--- src/rtl/ais_pkg.sv ---
// constants and types for the analog input status image
package ais_pkg;
    localparam int NUM_CHAN    = 4;
    localparam int DATA_W      = 16;
    localparam int RAW_W       = 18;
    // register indices, byte address is four times the index
    localparam logic [3:0] IDX_SAMPLE0 = 4'h0;
    localparam logic [3:0] IDX_ERROR   = 4'h4;
    localparam logic [3:0] IDX_RANGE   = 4'h5;
    localparam logic [3:0] IDX_COUNT   = 4'h6;
    localparam logic [3:0] IDX_CFG0    = 4'h8;
    // configuration word fields
    localparam int CFG_EN_BIT   = 15;
    localparam int CFG_FMT_LSB  = 12;
    localparam int CFG_TYPE_LSB = 8;
    localparam int CFG_FILT_LSB = 0;
    localparam logic [DATA_W-1:0] CFG_RESET = 16'h0000;
    // status word fields
    localparam int SIGN_BIT        = 15;
    localparam int OVER_CH0_BIT    = 14;
    localparam int UNDER_CH0_BIT   = 15;
    localparam int FLAG_STRIDE     = 2;
    typedef enum logic [3:0] {
        RNG_BIPOLAR_10V = 4'h0,
        RNG_UNI_5V      = 4'h1,
        RNG_UNI_10V     = 4'h2,
        RNG_LOOP_4_20MA = 4'h3,
        RNG_UNI_1_5V    = 4'h4,
        RNG_UNI_0_20MA  = 4'h5
    } ais_range_t;
    typedef struct packed {
        logic             valid;
        logic [1:0]       chan;
        logic [RAW_W-1:0] raw;
        logic             open_wire;
    } ais_conv_t;
    typedef struct packed {
        logic       enable;
        logic [2:0] format;
        logic [3:0] in_type;
        logic [3:0] filter;
    } ais_chcfg_t;
endpackage

--- src/rtl/ais_top.sv ---
// analog input image with wishbone register access
`timescale 1ns/1ps
`default_nettype none
module ais_top #(
    parameter int                       ADR_W       = 6,
    parameter logic signed [15:0]       NORM_HI     = 16'sh7000,
    parameter logic signed [15:0]       FULL_HI     = 16'sh7FFF,
    parameter logic signed [15:0]       FULL_LO_BI  = 16'sh8000,
    parameter logic signed [15:0]       FULL_LO_UNI = 16'shF000
) (
    input  wire logic                   clk_i,
    input  wire logic                   rst_i,
    input  wire logic [ADR_W-1:0]       wb_adr_i,
    input  wire logic [31:0]            wb_dat_i,
    input  wire logic [3:0]             wb_sel_i,
    input  wire logic                   wb_we_i,
    input  wire logic                   wb_cyc_i,
    input  wire logic                   wb_stb_i,
    output logic [31:0]                 wb_dat_o,
    output logic                        wb_ack_o,
    output logic                        wb_err_o,
    input  wire ais_pkg::ais_conv_t     conv_i,
    output ais_pkg::ais_chcfg_t [3:0]   cfg_o
);
    import ais_pkg::*;

    typedef struct packed {
        logic signed [DATA_W-1:0] norm_lo;
        logic signed [DATA_W-1:0] full_lo;
    } ais_limits_t;

    logic [DATA_W-1:0] cfg_reg    [NUM_CHAN];
    logic [DATA_W-1:0] sample_reg [NUM_CHAN];
    logic [NUM_CHAN-1:0] over_reg;
    logic [NUM_CHAN-1:0] under_reg;
    logic [DATA_W-1:0] count_reg;
    logic              ack_reg;
    logic              err_reg;
    logic [31:0]       rdat_reg;

    logic                     req;
    logic [3:0]               idx;
    logic                     hit;
    logic signed [RAW_W-1:0]  raw_s;
    ais_limits_t              lim;
    ais_chcfg_t               ccfg;
    logic                     over_now;
    logic                     under_now;
    logic [DATA_W-1:0]        data_now;

    // lower limits depend on the input type; upper limits are common
    function automatic ais_limits_t limits_of(input logic [3:0] t);
        ais_limits_t l;
        l.norm_lo = 16'sh0000;
        l.full_lo = FULL_LO_UNI;
        if (t == RNG_BIPOLAR_10V) begin
            l.norm_lo = -NORM_HI;
            l.full_lo = FULL_LO_BI;
        end
        return l;
    endfunction

    function automatic ais_chcfg_t unpack_cfg(input logic [DATA_W-1:0] w);
        ais_chcfg_t c;
        c.enable  = w[CFG_EN_BIT];
        c.format  = w[CFG_FMT_LSB +: 3];
        c.in_type = w[CFG_TYPE_LSB +: 4];
        c.filter  = w[CFG_FILT_LSB +: 4];
        return c;
    endfunction

    function automatic logic [DATA_W-1:0] err_word(input logic [NUM_CHAN-1:0] ov,
                                                   input logic [NUM_CHAN-1:0] un);
        logic [DATA_W-1:0] w;
        w = '0;
        w[NUM_CHAN-1:0] = ov | un;
        return w;
    endfunction

    function automatic logic [DATA_W-1:0] range_word(input logic [NUM_CHAN-1:0] ov,
                                                     input logic [NUM_CHAN-1:0] un);
        logic [DATA_W-1:0] w;
        w = '0;
        for (int c = 0; c < NUM_CHAN; c++) begin
            w[OVER_CH0_BIT - FLAG_STRIDE*c]  = ov[c];
            w[UNDER_CH0_BIT - FLAG_STRIDE*c] = un[c];
        end
        return w;
    endfunction

    // bus request decode
    assign req = wb_cyc_i & wb_stb_i & ~ack_reg & ~err_reg;
    assign idx = wb_adr_i[5:2];

    always_comb begin
        hit = 1'b0;
        if (idx <= IDX_COUNT) begin
            hit = 1'b1;
        end
        if (idx >= IDX_CFG0 && idx < IDX_CFG0 + 4'(NUM_CHAN)) begin
            hit = 1'b1;
        end
    end

    // conversion result evaluation for the channel being delivered
    always_comb begin
        ccfg      = unpack_cfg(cfg_reg[conv_i.chan]);
        lim       = limits_of(ccfg.in_type);
        raw_s     = $signed(conv_i.raw);
        over_now  = 1'b0;
        under_now = 1'b0;
        data_now  = raw_s[DATA_W-1:0];
        if (raw_s > RAW_W'(NORM_HI)) begin
            over_now = 1'b1;
        end
        if (raw_s < RAW_W'(lim.norm_lo)) begin
            under_now = 1'b1;
        end
        if (ccfg.in_type == RNG_LOOP_4_20MA && conv_i.open_wire) begin
            under_now = 1'b1;
        end
        if (raw_s > RAW_W'(FULL_HI)) begin
            data_now = FULL_HI;
        end
        if (raw_s < RAW_W'(lim.full_lo) || under_now && conv_i.open_wire) begin
            data_now = lim.full_lo;
        end
        if (over_now && under_now) begin
            over_now = 1'b0;
        end
    end

    // configuration image, byte lane writes
    always_ff @(posedge clk_i) begin
        if (rst_i) begin
            for (int c = 0; c < NUM_CHAN; c++) begin
                cfg_reg[c] <= CFG_RESET;
            end
        end else if (req && wb_we_i && idx >= IDX_CFG0 && idx < IDX_CFG0 + 4'(NUM_CHAN)) begin
            if (wb_sel_i[0]) begin
                cfg_reg[2'(idx - IDX_CFG0)][7:0] <= wb_dat_i[7:0];
            end
            if (wb_sel_i[1]) begin
                cfg_reg[2'(idx - IDX_CFG0)][15:8] <= wb_dat_i[15:8];
            end
        end
    end

    // data words and range flags move together
    always_ff @(posedge clk_i) begin
        if (rst_i) begin
            for (int c = 0; c < NUM_CHAN; c++) begin
                sample_reg[c] <= '0;
            end
            over_reg  <= '0;
            under_reg <= '0;
        end else begin
            for (int c = 0; c < NUM_CHAN; c++) begin
                if (!cfg_reg[c][CFG_EN_BIT]) begin
                    sample_reg[c] <= '0;
                    over_reg[c]   <= 1'b0;
                    under_reg[c]  <= 1'b0;
                end else if (conv_i.valid && conv_i.chan == 2'(c)) begin
                    sample_reg[c] <= data_now;
                    over_reg[c]   <= over_now;
                    under_reg[c]  <= under_now;
                end
            end
        end
    end

    // count of conversions taken on enabled channels
    always_ff @(posedge clk_i) begin
        if (rst_i) begin
            count_reg <= '0;
        end else if (conv_i.valid && ccfg.enable) begin
            count_reg <= count_reg + 16'h0001;
        end
    end

    // bus answer: ack for mapped words, err otherwise
    always_ff @(posedge clk_i) begin
        if (rst_i) begin
            ack_reg <= 1'b0;
            err_reg <= 1'b0;
        end else begin
            ack_reg <= req & hit;
            err_reg <= req & ~hit;
        end
    end

    // read data, upper half always zero
    always_ff @(posedge clk_i) begin
        if (rst_i) begin
            rdat_reg <= '0;
        end else if (req) begin
            rdat_reg <= '0;
            if (idx < IDX_ERROR) begin
                rdat_reg[DATA_W-1:0] <= sample_reg[2'(idx)];
            end else if (idx == IDX_ERROR) begin
                rdat_reg[DATA_W-1:0] <= err_word(over_reg, under_reg);
            end else if (idx == IDX_RANGE) begin
                rdat_reg[DATA_W-1:0] <= range_word(over_reg, under_reg);
            end else if (idx == IDX_COUNT) begin
                rdat_reg[DATA_W-1:0] <= count_reg;
            end else if (hit) begin
                rdat_reg[DATA_W-1:0] <= cfg_reg[2'(idx - IDX_CFG0)];
            end
        end
    end

    // configuration fields toward the converter
    always_ff @(posedge clk_i) begin
        if (rst_i) begin
            cfg_o <= '0;
        end else begin
            for (int c = 0; c < NUM_CHAN; c++) begin
                cfg_o[c] <= unpack_cfg(cfg_reg[c]);
            end
        end
    end

    assign wb_ack_o = ack_reg;
    assign wb_err_o = err_reg;
    assign wb_dat_o = rdat_reg;
endmodule
`default_nettype wire

--- config.mk ---
export PLATFORM = sky130hd
export DESIGN_NAME = ais_top
export DESIGN_NICKNAME = d
export VERILOG_FILES = /design/src/rtl/ais_pkg.sv /design/src/rtl/ais_top.sv
export SDC_FILE = /design/constraint.sdc
export NUM_CORES = 1
export LEC_CHECK = 0
export BUFFER_PORTS_ARGS = -buffer_cell sky130_fd_sc_hd__buf_2
export CAP_MARGIN = 0
export CORE_UTILIZATION = 35
export DETAILED_ROUTE_END_ITERATION = 10
export GPL_TIMING_DRIVEN = 0
export PLACE_DENSITY = 0.65
export REMOVE_ABC_BUFFERS = 1
export SLEW_MARGIN = 20
export SYNTH_ARGS = -nofsm -noshare
export SYNTH_HDL_FRONTEND = slang
export SYNTH_SLANG_ARGS = --single-unit
export TNS_END_PERCENT = 50
--- constraint.sdc ---
create_clock -name clk_i -period 4.6 [get_ports clk_i]
set_clock_uncertainty 0.1 [all_clocks]
set_input_delay 0.69 -clock clk_i [delete_from_list [all_inputs] [get_ports clk_i]]
set_output_delay 0.69 -clock clk_i [all_outputs]
set_load 0.02 [all_outputs]
# Word level (Yosys, flattened, before mapping)
# Memories as Yosys holds them, arrays and structs flattened.
# Index checks and enable logic that the tools add are counted.
[totals] reg_bits=90 ramBits=128 input_bits=69 out_inout_bits=82 word_cells=151 n_memories=2
[memory_table] memory="cfg_reg" depth=4 width=16 rd=6 rd_clocked_by_memory_dff=0 write_ports=4 line_no="ais_top.sv:32" rtl="logic [DATA_W-1:0] cfg_reg [NUM_CHAN];"
[memory_table] memory="sample_reg" depth=4 width=16 rd=1 rd_clocked_by_memory_dff=0 write_ports=4 line_no="ais_top.sv:33" rtl="logic [DATA_W-1:0] sample_reg [NUM_CHAN];"
[op_classes] add_sub_neg=2 n_lt_le_gt_ge=8 n_eq_ne=7 n_mux=63 n_bitwise=21 n_reduce_logical=20
[ops] op="16-bit two-way mux" n=16
[ops] op="1-bit two-way mux" n=44
[ops] op="18-bit by 16-bit greater-than comparator with 1-bit output (second input constant)" n=2
[ops] op="18-bit by 16-bit < comparator with 1-bit output" n=2
[ops] op="32-bit two-way mux" n=1
[ops] op="16-bit by 1-bit adder with 16-bit output (second input constant)" n=1
[ops] op="16-bit OR reduction" n=1
[ops] op="4-bit by 3-bit == test with 1-bit output (second input constant)" n=3
[ops] op="1-bit logical AND" n=12
[ops] op="1-bit OR" n=8
[ops] op="2-bit OR reduction" n=4
[ops] op="1-bit NOT" n=7
[ops] op="1-bit AND" n=5
[ops] op="2-bit == test (second input constant)" n=2
[ops] op="4-bit by 2-bit == test with 1-bit output (second input constant)" n=1
[ops] op="4-bit >= comparator (second input constant)" n=1
[ops] op="4-bit by 3-bit less-or-equal comparator with 1-bit output (second input constant)" n=1
[ops] op="4-bit zero test" n=1
[ops] op="4-bit by 3-bit < comparator with 1-bit output (second input constant)" n=1
[ops] op="4-bit < comparator (second input constant)" n=1
[ops] op="2-bit two-way mux" n=2
[ops] op="4-bit OR" n=1
[ops] op="2-bit by 1-bit == test with 1-bit output (second input constant)" n=1
[ops] op="2-bit zero test" n=1
[ops] op="other kinds (2)" n=2

# Depth between registers and ports, before layout
[depth] depth_word=11 ltp_mapped=13 mapped_depth_nobuf=10

# Worst setup path after synthesis
# Ideal clock, no wire load.
[synth_timing] path_kind="input -> register" start="in conv_i[19] (netlist bit)" end="mem sample_reg[3][2], data pin" setup_ns=0.255 arrival_time_ns=3.129 required_time_ns=4.245 path_slack_ns=1.116 path_stages=12 n_path_buf=3 cell_sequence="buf_6 -> mux4_2 -> nor2_4 -> nand2_1 -> ha_1 -> nor3b_1 -> o2111a_1 -> nand4_1 -> and4bb_4 -> buf_6 -> buf_6 -> and3_1"
[synth_rtl] item="start, declared" line_no="ais_top.sv:22" rtl="input wire ais_pkg::ais_conv_t conv_i,"
[synth_rtl] item="end, declared" line_no="ais_top.sv:33"

==> reports/results.txt <==
wire length of the first global-routing pass = 37,500 um
multiplexer share of the synthesized area = 8.66%
capturing element type of the critical path = flip-flop
most area-hungry cell type in the Yosys netlist = edfxtp_1
number of buffers on the longest clock path = 3
total negative slack = 0 ps
setup slack of the most critical reg-to-reg path = 1040 ps
classification of the worst-slack hold path = reg2reg
CTS tree = done
leading cell types in the layout, fill and taps excluded = edfxtp_1, buf_2, dfxtp_1
total overflow reported by the global router = 0
post-CTS setup repair buffer count = 0
Sw Share = 23.6%
number of detailed-route iterations in the first pass = 7
Avg WL per Cell = 18.4 um
last weighted congestion value of the routability-driven placer = 0.868
fraction of power consumed by sequential logic = 47.8%
simple-gate share of the synthesized area = 20.4%
initial antenna violation count = 0
CP Max Fanout = 12
number of remaining DRC errors = 0
hold violation count in the final report = 0
Post-Synthesis Cells = 823
Core Region = 27,800 um2
category of the worst setup path launch point = primary input
Static Leakage = 4.54 nW
max-cap viol count = 0
Post-synth ARST share = 0%
average vias per placed instance = 5.00
max-slew violation count = 0
clock root cell = clkbuf_16
Yosys reg bits = 218
cell internal pwr = 3.46 mW
total standard cell area after synthesis = 9880 um2
Yosys warnings = 0
Final nets = 990
Sink Count = 218
fraction of the mapped netlist area in compound gates = 7.40%
share of final-layout standard cells stronger than drive strength 1 = 22.3%
period utilization = 78.4%
headroom to the max-slew limit = 29.5%
layout overhead on the synthesized area = 16.6%
RSZ-0062 raised after global routing = false
prevailing post-synth register cell = edfxtp_1
vias after detailed routing = 6,555
number of distinct library cells after synthesis = 56
fraction of the mapped netlist area in adder cells = 0.760%
Inserted Clock Buffers = 24
largest family of logic cells by synthesized area = simple AND/OR/NAND/NOR gates
Power per Cell Area = 393 nW/um2
pin slew with the least headroom to its limit = 1040 ps
Final HPWL DP = 16,500 um
count of final setup violators = 0
leading cell type in the layout, fill and taps excluded = edfxtp_1
post-CTS clock slew at the launch and capture registers of the worst setup and hold paths = 60 ps
number of enable flip-flop cells after synthesis = 128
mean instance size in the synthesized netlist = 12.0 um2
Die Y = 170 um
Worst Path Class, Setup = in2reg
I/O pin count = 151
post_cts resized = 0
cts hold-fix bufs = 0
xor/xnor cell area share of the yosys netlist = 1.24%
Period minus WS final = 3610 ps
row count = 61
smallest hold slack = 376 ps
Detail Route Antenna Nets = 0
outcome = finished, final reports clean
count of fill cells added during filler insertion = 2,650
Total GRT Usage = 16.9%
Peak Freq = 277 MHz
die footprint = 28,900 um2
part of the Yosys area used for sequential elements = 57.1%
top-area cell type share of the netlist area = 38.9%
required arrival time at the worst endpoint = 4720 ps
vias in the first global route = 6,603
largest net degree at the start of global routing = 64
number of diodes added for antenna fixing = 0
die span in x = 170 um
clock power share = 43.0%
number of H-tree levels = 1
critical path arrival = 3720 ps
IO Port Bufs = 114
Initial Util = 35.6%
biggest area contributors in the synthesized netlist = edfxtp_1, dfxtp_1, mux4_2, and2_1, nor2b_1
peak supply drop = 0.206 mV
final routed wirelength across all metal layers = 24,100 um
portion of total power attributed to combinational logic = 9.1%
number of design-rule violations left by the first detailed-router iteration = 545
later-pin clock latency in the skew report = 510 ps
switching power summed over all nets = 1.07 mW
==> cells in the mapped netlist, types with 4 or more instances <==
cell	n
a21o_1	11
o21ai_1	4
nor4b_1	11
nand2b_1	17
mux4_2	36
nor4_1	8
inv_1	21
xnor2_1	12
or3_1	7
clkbuf_1	32
and3_1	38
mux2_2	4
dfxtp_1	90
edfxtp_1	128
a311oi_1	12
nand2_1	33
a211oi_1	18
nor2b_1	56
and2_1	68
buf_2	11
nand4_1	5
a222oi_1	4
ha_1	6
buf_1	4
nand3_1	10
buf_4	17
nor3_1	18
nor2_1	69
a221oi_1	4
o221ai_1	8
a21oi_1	16
or2_2	7
==> stage by stage <==
step	utilization, %	setup slack (ps)	area, um2	std cells	power (mW)
2_1_floorplan	-	965	9590	771	2.44
3_3_place_gp	38.3	199	10600	1263	2.61
3_5_place_dp	38.6	534	10700	1267	2.63
4_1_cts	41.5	1060	11500	1311	4.56
5_1_grt	41.5	806	11500	1311	4.68
6_report	41.5	994	11500	1311	4.53
==> kinds of logic (layout without fill, tap and decap cells) <==
kind of cell / Yosys count / in the layout
adder cells (fa/ha/maj): 6 / 6
AND/OR/NAND/NOR: 359 / 359
AO/OA/AOI/OAI: 97 / 97
buffers and inverters: 88 / 183
XOR/XNOR: 14 / 14
flip-flops: 218 / 218
multiplexers: 40 / 40
other: 1 / 16
==> layer usage <==
metal,vias up,part of all wire (%),global-route usage (%)
li1,3166,-,-
met1,3196,43,22.1
met2,170,49,28.7
met3,23,6.7,3.51
met4,0,1.2,3.53
met5,-,0,0
==> cell type report <==
type	instances	area [um2]	share of cell area, %
Multi-Input combinational cell	532	3880	33.7
Sequential cell	218	5650	49.0
Tap cell	378	473	4.10
Clock buffer	30	654	5.68
Timing Repair Buffer	118	644	5.59
Clock inverter	14	148	1.28
Inverter	21	78.8	0.684
==> worst max-delay path, stage by stage <==
cell	delay (ps)
buf_2	230
mux4_2	600
nor2_4	190
nand2_1	160
ha_1	350
nor3b_1	290
o2111a_1	320
a21oi_1	70
a211oi_2	700
a311oi_1	110
==> power by group through the flow <==
stage	sequential, mW	combinational [mW]	clock, mW
2_1_floorplan	2.23	0.206	0
3_3_place_gp	2.21	0.404	0
3_5_place_dp	2.21	0.416	0
4_1_cts	2.17	0.417	1.98
5_1_grt	2.18	0.452	2.06
6_report	2.17	0.413	1.95
==> path summary, 6_finish.rpt <==
kind | startpoint | end | cells after the start
setup / recovery | conv_i[19] | sample_reg[0][14]$_SDFFCE_PN0P_ | 10
hold / removal | under_reg[3]$_SDFFE_PP0P_ | under_reg[3]$_SDFFE_PP0P_ | 2
hold reg to reg | under_reg[3]$_SDFFE_PP0P_ | under_reg[3]$_SDFFE_PP0P_ | 2
setup reg to reg | cfg_reg[1][9]$_SDFFCE_PN0P_ | sample_reg[0][14]$_SDFFCE_PN0P_ | 9
(Power assumes the default switching activity.)
